## src/verilog/alarm_params.svh

```systemverilog
`ifndef ALARM_PARAMS_SVH
`define ALARM_PARAMS_SVH
// register byte addresses
`define ADDR_CFG 12'h000
`define ADDR_VAL_LO 12'h004
`define ADDR_VAL_HI 12'h008
`define ADDR_TIME_LO 12'h00c
`define ADDR_TIME_HI 12'h010
`define ADDR_IRQ_STAT 12'h014
`define ADDR_IRQ_MASK 12'h018
`define ADDR_SYNC 12'h01c
// configuration field layout
`define CFG_EN_BIT 15
`define CFG_ENDLESS_BIT 14
`define CFG_MASK_HI 13
`define CFG_MASK_LO 10
`define CFG_RPT_HI 7
`define CFG_RPT_LO 0
// repeat counter limits
`define RPT_ZERO 8'h00
`define RPT_FULL 8'hff
// interval mask codes
`define M_HALF 4'h0
`define M_SEC 4'h1
`define M_10S 4'h2
`define M_MIN 4'h3
`define M_10M 4'h4
`define M_HOUR 4'h5
`define M_DAY 4'h6
`define M_WEEK 4'h7
`define M_MONTH 4'h8
`define M_YEAR 4'h9
// digit nibble positions within the packed 32-bit time words
`define LO_SEC_U 3:0
`define LO_SEC_T 7:4
`define LO_MIN_U 11:8
`define LO_MIN_T 15:12
`define LO_HMS 23:0
`define HI_WDAY 3:0
`define HI_DAY 11:4
`define HI_MONTH 19:12
`define IRQ_ALARM_BIT 0
`define IRQ_DONE_BIT 1
`define IRQ_W 2
`endif

```

## src/verilog/alarm_pkg.sv

```systemverilog
package alarm_pkg;
`include "alarm_params.svh"
  typedef struct packed {
    logic alarm_enable;
    logic endless_repeat;
    logic [3:0] alarm_interval_mask;
    logic [7:0] alarm_repeat_count;
    logic [31:0] val_lo;
    logic [31:0] val_hi;
    logic [`IRQ_W-1:0] irq_stat;
    logic [`IRQ_W-1:0] irq_mask;
    logic irq;
    logic pulse;
    logic hit_d;
    logic pready;
    logic [31:0] prdata;
    logic pslverr;
  } alarm_state_t;
endpackage

```

## src/verilog/calendar_alarm_repeat_logic.sv

```systemverilog
// What this block does
// - keeps an 8-bit repeat counter of further alarms after enabling
// - counter zero with endless repeat clear gives one single alarm
// - loading ff repeats the alarm up to 255 times
// - every issued alarm with a non-zero count decrements the repeat counter by one
// - at zero with endless repeat clear, one last alarm then alarm enable clears itself
// - endless repeat (cfg bit 14) rolls counter 00 to ff, never disables
// - every alarm event sets irq status bit 0; alarm_irq rises only if a set irq status bit (0 alarm, 1 done) has its irq mask bit set
// - pulse output runs at half the alarm event rate
// - pulse output changes only on pclk, the cycle after a time-base strobe
// - mask 0000 alarms each half second, 0001 each second
// - masks 0010, 0011, 0100 alarm every 10 s, minute, 10 minutes
// - masks 0101 to 1001 alarm hourly, daily, weekly, monthly, yearly
// - yearly alarm on feb 29 fires only in years holding that date
// - matching runs only while enabled; one-shot alarm clears enable
// - mask field bits 13:10 chooses the compared digits
`timescale 1ns/1ps
`include "alarm_params.svh"
module calendar_alarm_repeat_logic
  import alarm_pkg::*;
(
  // clock and reset
  input wire logic pclk,
  input wire logic presetn,
  // apb slave
  input wire logic psel,
  input wire logic penable,
  input wire logic pwrite,
  input wire logic [11:0] paddr,
  input wire logic [31:0] pwdata,
  input wire logic [3:0] pstrb,
  output logic pready,
  output logic [31:0] prdata,
  output logic pslverr,
  // calendar time base: current time and half-second strobes
  input wire logic [31:0] time_lo,
  input wire logic [31:0] time_hi,
  input wire logic half_tick,
  input wire logic sec_tick,
  input wire logic rollover_sync_flag,
  // alarm outputs
  output logic alarm_irq,
  output logic alarm_pulse
);
  // ==========================================================
  // state
  alarm_state_t s_r;
  alarm_state_t s_nxt;
  logic hit;
  logic event_now;
  logic acc;
  logic wr;
  logic rd;

  alarm_match u_match (
    .now_lo(time_lo),
    .now_hi(time_hi),
    .val_lo(s_r.val_lo),
    .val_hi(s_r.val_hi),
    .mask(s_r.alarm_interval_mask),
    .half_tick(half_tick),
    .sec_tick(sec_tick),
    .hit(hit)
  );

  // apply byte strobes to a 32-bit word
  function automatic logic [31:0] merge(input logic [31:0] old, input logic [31:0] nw,
                                        input logic [3:0] st);
    logic [31:0] r;
    r = old;
    for (int i = 0; i < 4; i++)
    begin
      if (st[i])
      begin
        r[i*8 +: 8] = nw[i*8 +: 8];
      end
    end
    return r;
  endfunction

  // ==========================================================
  // next state
  always_comb
  begin
    s_nxt = s_r;
    acc = psel && penable && !s_r.pready;
    wr = acc && pwrite;
    rd = acc && !pwrite;
    // a hit only counts while enabled; a match held across cycles counts once
    event_now = s_r.alarm_enable && hit && !s_r.hit_d;
    s_nxt.hit_d = hit && s_r.alarm_enable;

    // ==========================================================
    // apb: one wait state, answer on the second access cycle
    s_nxt.pready = acc;
    s_nxt.pslverr = 1'b0;
    if (acc)
    begin
      s_nxt.prdata = 32'h0000_0000;
      unique case (paddr)
        `ADDR_CFG, `ADDR_VAL_LO, `ADDR_VAL_HI, `ADDR_TIME_LO, `ADDR_TIME_HI,
        `ADDR_IRQ_STAT, `ADDR_IRQ_MASK, `ADDR_SYNC: s_nxt.pslverr = 1'b0;
        default: s_nxt.pslverr = 1'b1;
      endcase
    end
    if (rd)
    begin
      unique case (paddr)
        `ADDR_CFG:
        begin
          s_nxt.prdata[`CFG_EN_BIT] = s_r.alarm_enable;
          s_nxt.prdata[`CFG_ENDLESS_BIT] = s_r.endless_repeat;
          s_nxt.prdata[`CFG_MASK_HI:`CFG_MASK_LO] = s_r.alarm_interval_mask;
          s_nxt.prdata[`CFG_RPT_HI:`CFG_RPT_LO] = s_r.alarm_repeat_count;
        end
        `ADDR_VAL_LO: s_nxt.prdata = s_r.val_lo;
        `ADDR_VAL_HI: s_nxt.prdata = s_r.val_hi;
        `ADDR_TIME_LO: s_nxt.prdata = time_lo;
        `ADDR_TIME_HI: s_nxt.prdata = time_hi;
        `ADDR_IRQ_STAT: s_nxt.prdata[`IRQ_W-1:0] = s_r.irq_stat;
        `ADDR_IRQ_MASK: s_nxt.prdata[`IRQ_W-1:0] = s_r.irq_mask;
        `ADDR_SYNC: s_nxt.prdata[0] = rollover_sync_flag;
        default: s_nxt.prdata = 32'h0000_0000;
      endcase
    end
    if (wr)
    begin
      unique case (paddr)
        `ADDR_CFG:
        begin
          // software is expected to use this only while sync flag is low
          if (pstrb[1])
          begin
            s_nxt.alarm_enable = pwdata[`CFG_EN_BIT];
            s_nxt.endless_repeat = pwdata[`CFG_ENDLESS_BIT];
            s_nxt.alarm_interval_mask = pwdata[`CFG_MASK_HI:`CFG_MASK_LO];
          end
          if (pstrb[0])
          begin
            s_nxt.alarm_repeat_count = pwdata[`CFG_RPT_HI:`CFG_RPT_LO];
          end
        end
        // value writes while enabled are accepted but may false-alarm
        `ADDR_VAL_LO: s_nxt.val_lo = merge(s_r.val_lo, pwdata, pstrb);
        `ADDR_VAL_HI: s_nxt.val_hi = merge(s_r.val_hi, pwdata, pstrb);
        `ADDR_IRQ_STAT:
        begin
          if (pstrb[0])
          begin
            s_nxt.irq_stat = s_r.irq_stat & ~pwdata[`IRQ_W-1:0];
          end
        end
        `ADDR_IRQ_MASK:
        begin
          if (pstrb[0])
          begin
            s_nxt.irq_mask = pwdata[`IRQ_W-1:0];
          end
        end
        default: s_nxt.pslverr = s_nxt.pslverr;
      endcase
    end

    // ==========================================================
    // alarm event: hardware wins over a same-cycle software write
    if (event_now)
    begin
      s_nxt.irq_stat[`IRQ_ALARM_BIT] = 1'b1;
      s_nxt.pulse = ~s_r.pulse;
      if (s_r.alarm_repeat_count != `RPT_ZERO)
      begin
        s_nxt.alarm_repeat_count = s_r.alarm_repeat_count - 8'h01;
      end
      else if (s_r.endless_repeat)
      begin
        s_nxt.alarm_repeat_count = `RPT_FULL;
      end
      else
      begin
        // last alarm of the series, or the only one when started at zero
        s_nxt.alarm_enable = 1'b0;
        s_nxt.irq_stat[`IRQ_DONE_BIT] = 1'b1;
      end
    end
    s_nxt.irq = |(s_nxt.irq_stat & s_nxt.irq_mask);
  end

  // ==========================================================
  // registers
  always_ff @(posedge pclk or negedge presetn)
  begin
    if (!presetn)
    begin
      s_r <= '0;
    end
    else
    begin
      s_r <= s_nxt;
    end
  end

  assign pready = s_r.pready;
  assign prdata = s_r.prdata;
  assign pslverr = s_r.pslverr;
  assign alarm_irq = s_r.irq;
  assign alarm_pulse = s_r.pulse;
endmodule

```

## src/verilog/alarm_match.sv

```systemverilog
`timescale 1ns/1ps
`include "alarm_params.svh"
// pure combinational digit compare, selected by the interval mask
module alarm_match
  import alarm_pkg::*;
(
  // current time and alarm value, packed bcd
  input wire logic [31:0] now_lo,
  input wire logic [31:0] now_hi,
  input wire logic [31:0] val_lo,
  input wire logic [31:0] val_hi,
  // interval selection and the half-second phase strobes
  input wire logic [3:0] mask,
  input wire logic half_tick,
  input wire logic sec_tick,
  // result
  output logic hit
);
  logic hms;
  logic wd;
  logic dd;
  logic mm;
  always_comb
  begin
    hms = now_lo[`LO_HMS] == val_lo[`LO_HMS];
    wd = now_hi[`HI_WDAY] == val_hi[`HI_WDAY];
    dd = now_hi[`HI_DAY] == val_hi[`HI_DAY];
    mm = now_hi[`HI_MONTH] == val_hi[`HI_MONTH];
    hit = 1'b0;
    unique case (mask)
      `M_HALF: hit = half_tick;
      `M_SEC: hit = sec_tick;
      `M_10S: hit = sec_tick && now_lo[`LO_SEC_U] == val_lo[`LO_SEC_U];
      `M_MIN: hit = sec_tick && now_lo[7:0] == val_lo[7:0];
      `M_10M: hit = sec_tick && now_lo[11:0] == val_lo[11:0];
      `M_HOUR: hit = sec_tick && now_lo[15:0] == val_lo[15:0];
      `M_DAY: hit = sec_tick && hms;
      `M_WEEK: hit = sec_tick && hms && wd;
      `M_MONTH: hit = sec_tick && hms && dd;
      // feb 29 only matches when the calendar actually reaches it
      `M_YEAR: hit = sec_tick && hms && dd && mm;
      default: hit = 1'b0;
    endcase
  end
endmodule

```

## config.mk

```make
export PLATFORM = sky130hd
export DESIGN_NAME = calendar_alarm_repeat_logic
export DESIGN_NICKNAME = d
export VERILOG_FILES = /design/src/verilog/alarm_pkg.sv /design/src/verilog/calendar_alarm_repeat_logic.sv /design/src/verilog/alarm_match.sv
export VERILOG_INCLUDE_DIRS = /design/src /design/src/verilog
export SDC_FILE = /design/constraint.sdc
export NUM_CORES = 1
export LEC_CHECK = 0
export ABC_AREA = 1
export BUFFER_PORTS_ARGS = -buffer_cell sky130_fd_sc_hd__buf_2
export CAP_MARGIN = 0
export CORE_MARGIN = 4
export CORE_UTILIZATION = 55
export DETAILED_ROUTE_END_ITERATION = 12
export MAX_ROUTING_LAYER = met4
export PLACE_DENSITY = 0.84
export SLEW_MARGIN = 25
export SYNTH_ARGS = -nofsm -noshare
export SYNTH_HDL_FRONTEND = slang
export SYNTH_SLANG_ARGS = --single-unit
```

## constraint.sdc

```tcl
create_clock -name pclk -period 1.8 [get_ports pclk]
set_input_delay 0.27 -clock pclk [delete_from_list [all_inputs] [get_ports pclk]]
set_output_delay 0.27 -clock pclk [all_outputs]
set_load 0.005 [all_outputs]
```

Yosys cells after proc, flatten, opt, wreduce, memory -nomap -nowiden
Memory sizes are Yosys's and may differ from the RTL's. Cells that the tools add are included.

Register bits after elaboration: 119. Bits in read-only memories: 32. Input port bits: 120. Output and inout bits: 36. Word-level logic and storage cells: 122. Memories: 1.

Add/sub/neg operators: 1. Equal/unequal tests: 24. Mux-type cells: 37. Bitwise gates (word level): 4. Reductions and logical operators: 34.

Memories: (name not given) (depth 32, bits a word 1, read ports 1, clocked after Yosys merged registers in 0, wr ports 0, RTL line calendar_alarm_repeat_logic.sv:100) `unique case (paddr)`.

Operators with widths (number): $mux 32 (3); $mux 8 (12); $mux 82 (1); $pmux 16 s5 (1); $pmux 6 s6 (2); $eq 12x5->1 const B (4); $mux 33 (1); $reduce_and 3->1 (9); $eq 12x4->1 const B (2); $eq 24x24->1 (1); $eq 8x8->1 (3); $eq 16x16->1 (1); $eq 4x3->1 const B (4); $pmux 1 s8 (2); $logic_and 1x1->1 (14); $mux 14 (1); $eq 12x12->1 (1); $eq 12x3->1 const B (1); $logic_not 12->1 (1); $mux 2 (5); $pmux 1 s10 (1); $pmux 2 s5 (1); $eq 4x2->1 const B (2); $eq 4x4->1 (2); 16 further kinds (25).

Depth between registers and ports, before layout
Depth after elaboration: 10. Gate-level depth with buffers: 17. Depth with buffers taken out: 16.

Cells and area by module
From an unflattened synthesis, not the netlist that was laid out.

Cell total of the unflattened synthesis: 1052. Area total of the unflattened synthesis: 7531.0 um2.

By module, submodules not included: calendar_alarm_repeat_logic (times used 1, cells each 845, area an instance 6603.8 um2, sequential area each 2977.9 um2); alarm_match (times used 1, cells each 207, area an instance 927.1 um2, sequential area each 0.0 um2).

Worst setup path before layout
No wires, ideal clock.

Kind: flip-flop to flip-flop. Start point: register s_r[114] (netlist bit). End point: register s_r, in the netlist alarm_pulse. Setup time: 123 ps. Data arrival time: 1483 ps. Required time: 1677 ps. Slack: 194 ps. Stages on the path, launching flop included: 15. Buffers on the path: 1. Period minus slack after synthesis: 1606 ps. Cell sequence: dfrtp_1 inv_1 nand2_1 nor2_1 nand3_1 nand2_1 nand2_1 nand3_1 nand2_1 nand2_1 nand2_1 nand2_2 nand3_2 buf_6 xnor2_1.

Cells in the longest elaborated chain, start to end: 4. Elaborated cells between the ends (all ways): 13. Those cells by class: eq/ne: 9; mux: 1; reduce/logical: 3.

Ends and longest elaborated chain: from (decl) (RTL line calendar_alarm_repeat_logic.sv:47) `alarm_state_t s_r;`; from (signal assigned) (RTL line calendar_alarm_repeat_logic.sv:198) `s_r <= s_nxt;`; $eq 4x4->1 (tied with other cells) (RTL line alarm_match.sv:30) `unique case (mask)`; $pmux 1 s10 * (RTL line alarm_match.sv:30); $logic_and 1x1->1 * (2 in series) (RTL line calendar_alarm_repeat_logic.sv:90) `event_now = s_r.alarm_enable && hit && !s_r.hit_d;`.

Mark *: on every way between the ends. The rest lies on a longest branch, timed or not. A chain may end at the register's enable or synchronous reset.

==> results by group <==
Power and ir drop
  – Net Switching: 1.465 mW
  – Power Internal: 5.247 mW
  – Clk pwr share: 0.534
  – Static leakage: 4.968 nW
  – Sequential power share: 0.400
  – VDD IR-drop max: 0.5692 mV
  – Comb power frac: 0.066
  – Switch share: 0.2183
  – Total power: 6.712 mW
  – Power Dens Cells: 723.3 nW/um2

Yosys
  – Number of flops mapped to enable cells by yosys: 0
  – Mapped Cells: 947
  – Async SR Flop Fraction: 1.000
  – YS warnings: 0
  – Synth Area in XOR/XNOR: 0.02143
  – Top_reg_cell synth: dfrtp_1
  – Syn_nets: 1,069
  – Yosys reg bits: 119
  – Multiplexer share of the synthesized area: 0
  – Sequential share of the synthesized area: 0.4286
  – Simple-gate share of the synthesized area: 0.2498
  – Combinational family with the most area after synthesis: simple AND/OR/NAND/NOR gates
  – Yosys cell types: 41
  – Avg Cell Area, Syn: 7.337 um2
  – Adder-cell share of the synthesized area: 0.003602
  – Synth Cell Area: 6948 um2
  – Complex-gate fraction of the synthesized area: 0.1657

Global route
  – Vias in the first global route: 7,363
  – GRT Total Usage: 0.3157
  – Largest net degree at the start of global routing: 120
  – Gr ovfl total: 0
  – First-pass GRT wire length: 35,100 um
  – Initial antenna violation count: 0

Placement
  – DP HPWL: 15,710 um
  – Number of port buffers: 155
  – GPL Wtd Cong: 0.9319
  – Cell Area, Placed: 8449 um2

Route
  – DR WL/cell: 16.01 um
  – ANT nets after route: 0
  – Iter 0 DRT Violations: 633
  – First-pass DRT Iterations: 5
  – DRC: 0
  – Total wire length: 21,910 um
  – Via-per-instance ratio: 5.404
  – Via count: 7,398

Status
  – Failing checks: negative setup slack
  – Status: finished, violations left

STA
  – Max_slew headroom: 0.5667
  – Clock skew: 0.007786 ns
  – F_max: 517.1 MHz
  – Slew at the pin with the worst max-slew slack: 0.6499 ns
  – Slew Limit Fails: 0
  – Fin. Hold Viols: 0
  – Final setup viols: 12
  – Tcrit/Tclk final: 1.074
  – TNS Setup: -1.021 ns
  – RSZ-0062 raised after global routing: true
  – Final worst-path setup slack: -0.1339 ns
  – Final min period: 1.934 ns

Floorplanning
  – Die X: 120.4 um
  – Die Area: 14,500 um2
  – Initial Utilization: 0.5690
  – Die Y: 120.4 um
  – IO Pins: 156
  – CORE AREA: 12,210 um2
  – Rows: 40

Clock tree
  – Clock root buffer: clkbuf_16
  – H-tree levels: 4
  – Worst-path clk slew: 0.06 ns
  – Clock Path Buffers: 2
  – CTS tree: yes
  – Latest clock arrival within the worst-skew pair: 0.41 ns
  – Clock sinks: 119
  – Inserted Clock Buffers: 17

Final layout
  – N_diodes: 0
  – Final net count: 1,310
  – Final-layout fill cell count: 900
  – Area growth from synthesis to layout: 33.55%
  – Layout cells sized above 1: 0.3014
  – Post-route cell area: 9279 um2

Min path
  – Worst min-delay path startpoint: pwdata[11]
  – Hold crit path type: input port to flip-flop

Critical path
  – Startpoint types: flip-flop
  – CP endpoint kind: flip-flop
  – R2R Path Start: s_r[73]
  – Critical path arrival: 2.29 ns
  – Worst Setup SP: s_r[73]
  – Setup Crit Path Kind: flip-flop to flip-flop
  – CP Max Fanout: 3
  – Data required, critical path: 2.15 ns

Job
  – Max_cap viols: 0
## cell usage in the layout, fill, tap and decap left out, drive strengths merged, types with 8 or more instances in the layout
cell	instances
a21oi	8
a22o	12
buf	282
clkbuf	23
dfrtp	119
inv	131
nand2	311
nand3	27
nand4	15
nor2	53
o21ai	130
o221ai	8
o22ai	27
xor2	11
## synthesized netlist by cell type, drive strengths merged (2+ instances only)
library cell,instances,area share
nor2,53,0.031
buf,53,0.054
o22ai,27,0.024
ha,2,0.0036
a22o,12,0.015
xor2,11,0.014
nand3,27,0.020
o221ai,8,0.010
nor3,7,0.0088
a21oi,8,0.0058
xnor2,6,0.0076
a32o,2,0.0029
o21ai,130,0.094
clkbuf,8,0.0043
dfrtp,119,0.43
nand4,15,0.014
nand2,311,0.17
o211ai,7,0.0076
clkinv,4,0.0023
inv,130,0.070
## area by class of cell
class                      count  area [um2]  share of cell area
sequential                   119        2978              0.3209
clock buffer                  23       467.9             0.05043
multi-input combinational    633        3157              0.3402
timing repair buffer         283        1812              0.1953
tap                          168       210.2             0.02265
inverter                     134       506.7             0.05461
clock inverter                 9       147.6             0.01591
## layer usage
metal / routed length, um / up-vias / GRT usage
met5: 0 / - / -
met4: 748 / 0 / 0.1424
met3: 2026 / 67 / 0.07858
met2: 10600 / 411 / 0.5058
met1: 8533 / 3407 / 0.3791
li1: - / 3513 / -
## flip-flops by register name (all words and copies together), names as in the netlist
signal       flops
pslverr          1
prdata          32
alarm_irq        1
s_r             83
alarm_pulse      1
pready           1
## stage by stage
| stage | util | hold WS (ns) | std cells | setup slack (ns) |
|---|---|---|---|---|
| after floorplan | - | -0.02559 | 947 | 0.1944 |
| after global placement | 0.6919 | 0.4145 | 1323 | -0.09965 |
| after detailed placement | 0.6919 | 0.4163 | 1323 | -0.1644 |
| after CTS | 0.7511 | 0.09224 | 1364 | -0.02234 |
| after global routing | 0.7598 | 0.1064 | 1369 | -0.2920 |
| final | 0.7598 | 0.1080 | 1369 | -0.1339 |
## path summary, 6_finish.rpt
path,end,slack (ns),depth (start not counted)
setup / recovery,alarm_irq,-0.13,17
hold / removal,s_r[114],0.11,3
max in group asynchronous,prdata[24],0.81,3
hold reg to reg,pready,0.46,1
setup reg to reg,alarm_irq,-0.13,17
min in group asynchronous,prdata[13],0.50,3
## power by group through the flow
stage | registers [mW] | logic [mW] | clock network [mW]
global placement | 2.73 | 0.425 | 0
floorplan | 2.73 | 0.123 | 0
global route | 2.68 | 0.493 | 3.72
finish | 2.68 | 0.444 | 3.58
detailed placement | 2.73 | 0.431 | 0
CTS | 2.68 | 0.441 | 3.59
## logic make-up after synthesis
kind of cell               Yosys count
and+or+nand+nor                    415
AOI/OAI and AO/OA                  199
buffers and inverters              195
DFF                                119
xor gates and xnor gates            17
adders and majority gates            2
## worst max-delay path, stage by stage, from the launching register on
cell and delay (ns):
dfrtp_1 0.36, inv_1 0.06, nand2_1 0.05, nand2_1 0.06, nor2_2 0.13, nand2_2 0.09
nor2_4 0.18, nand3_2 0.11, nand3_2 0.09, nand2_1 0.05, nand2_1 0.05, nand2_1 0.06
nand2_2 0.10, buf_6 0.11, nand4_1 0.12, nand2_1 0.13, nand2_1 0.05, nand2_1 0.08
## what timing repair did
item | 4_1_cts | 5_1_grt
gates cloned | 0 | 0
setup buffers | 8 | 5
setup endpoints to repair | 13 | 41
endpoints found under the hold margin | 115 | 0
resized for setup | 11 | 26
hold buffers | 1 | 0
pin swaps | 6 | 21
Power figures use the tool's default switching activity.
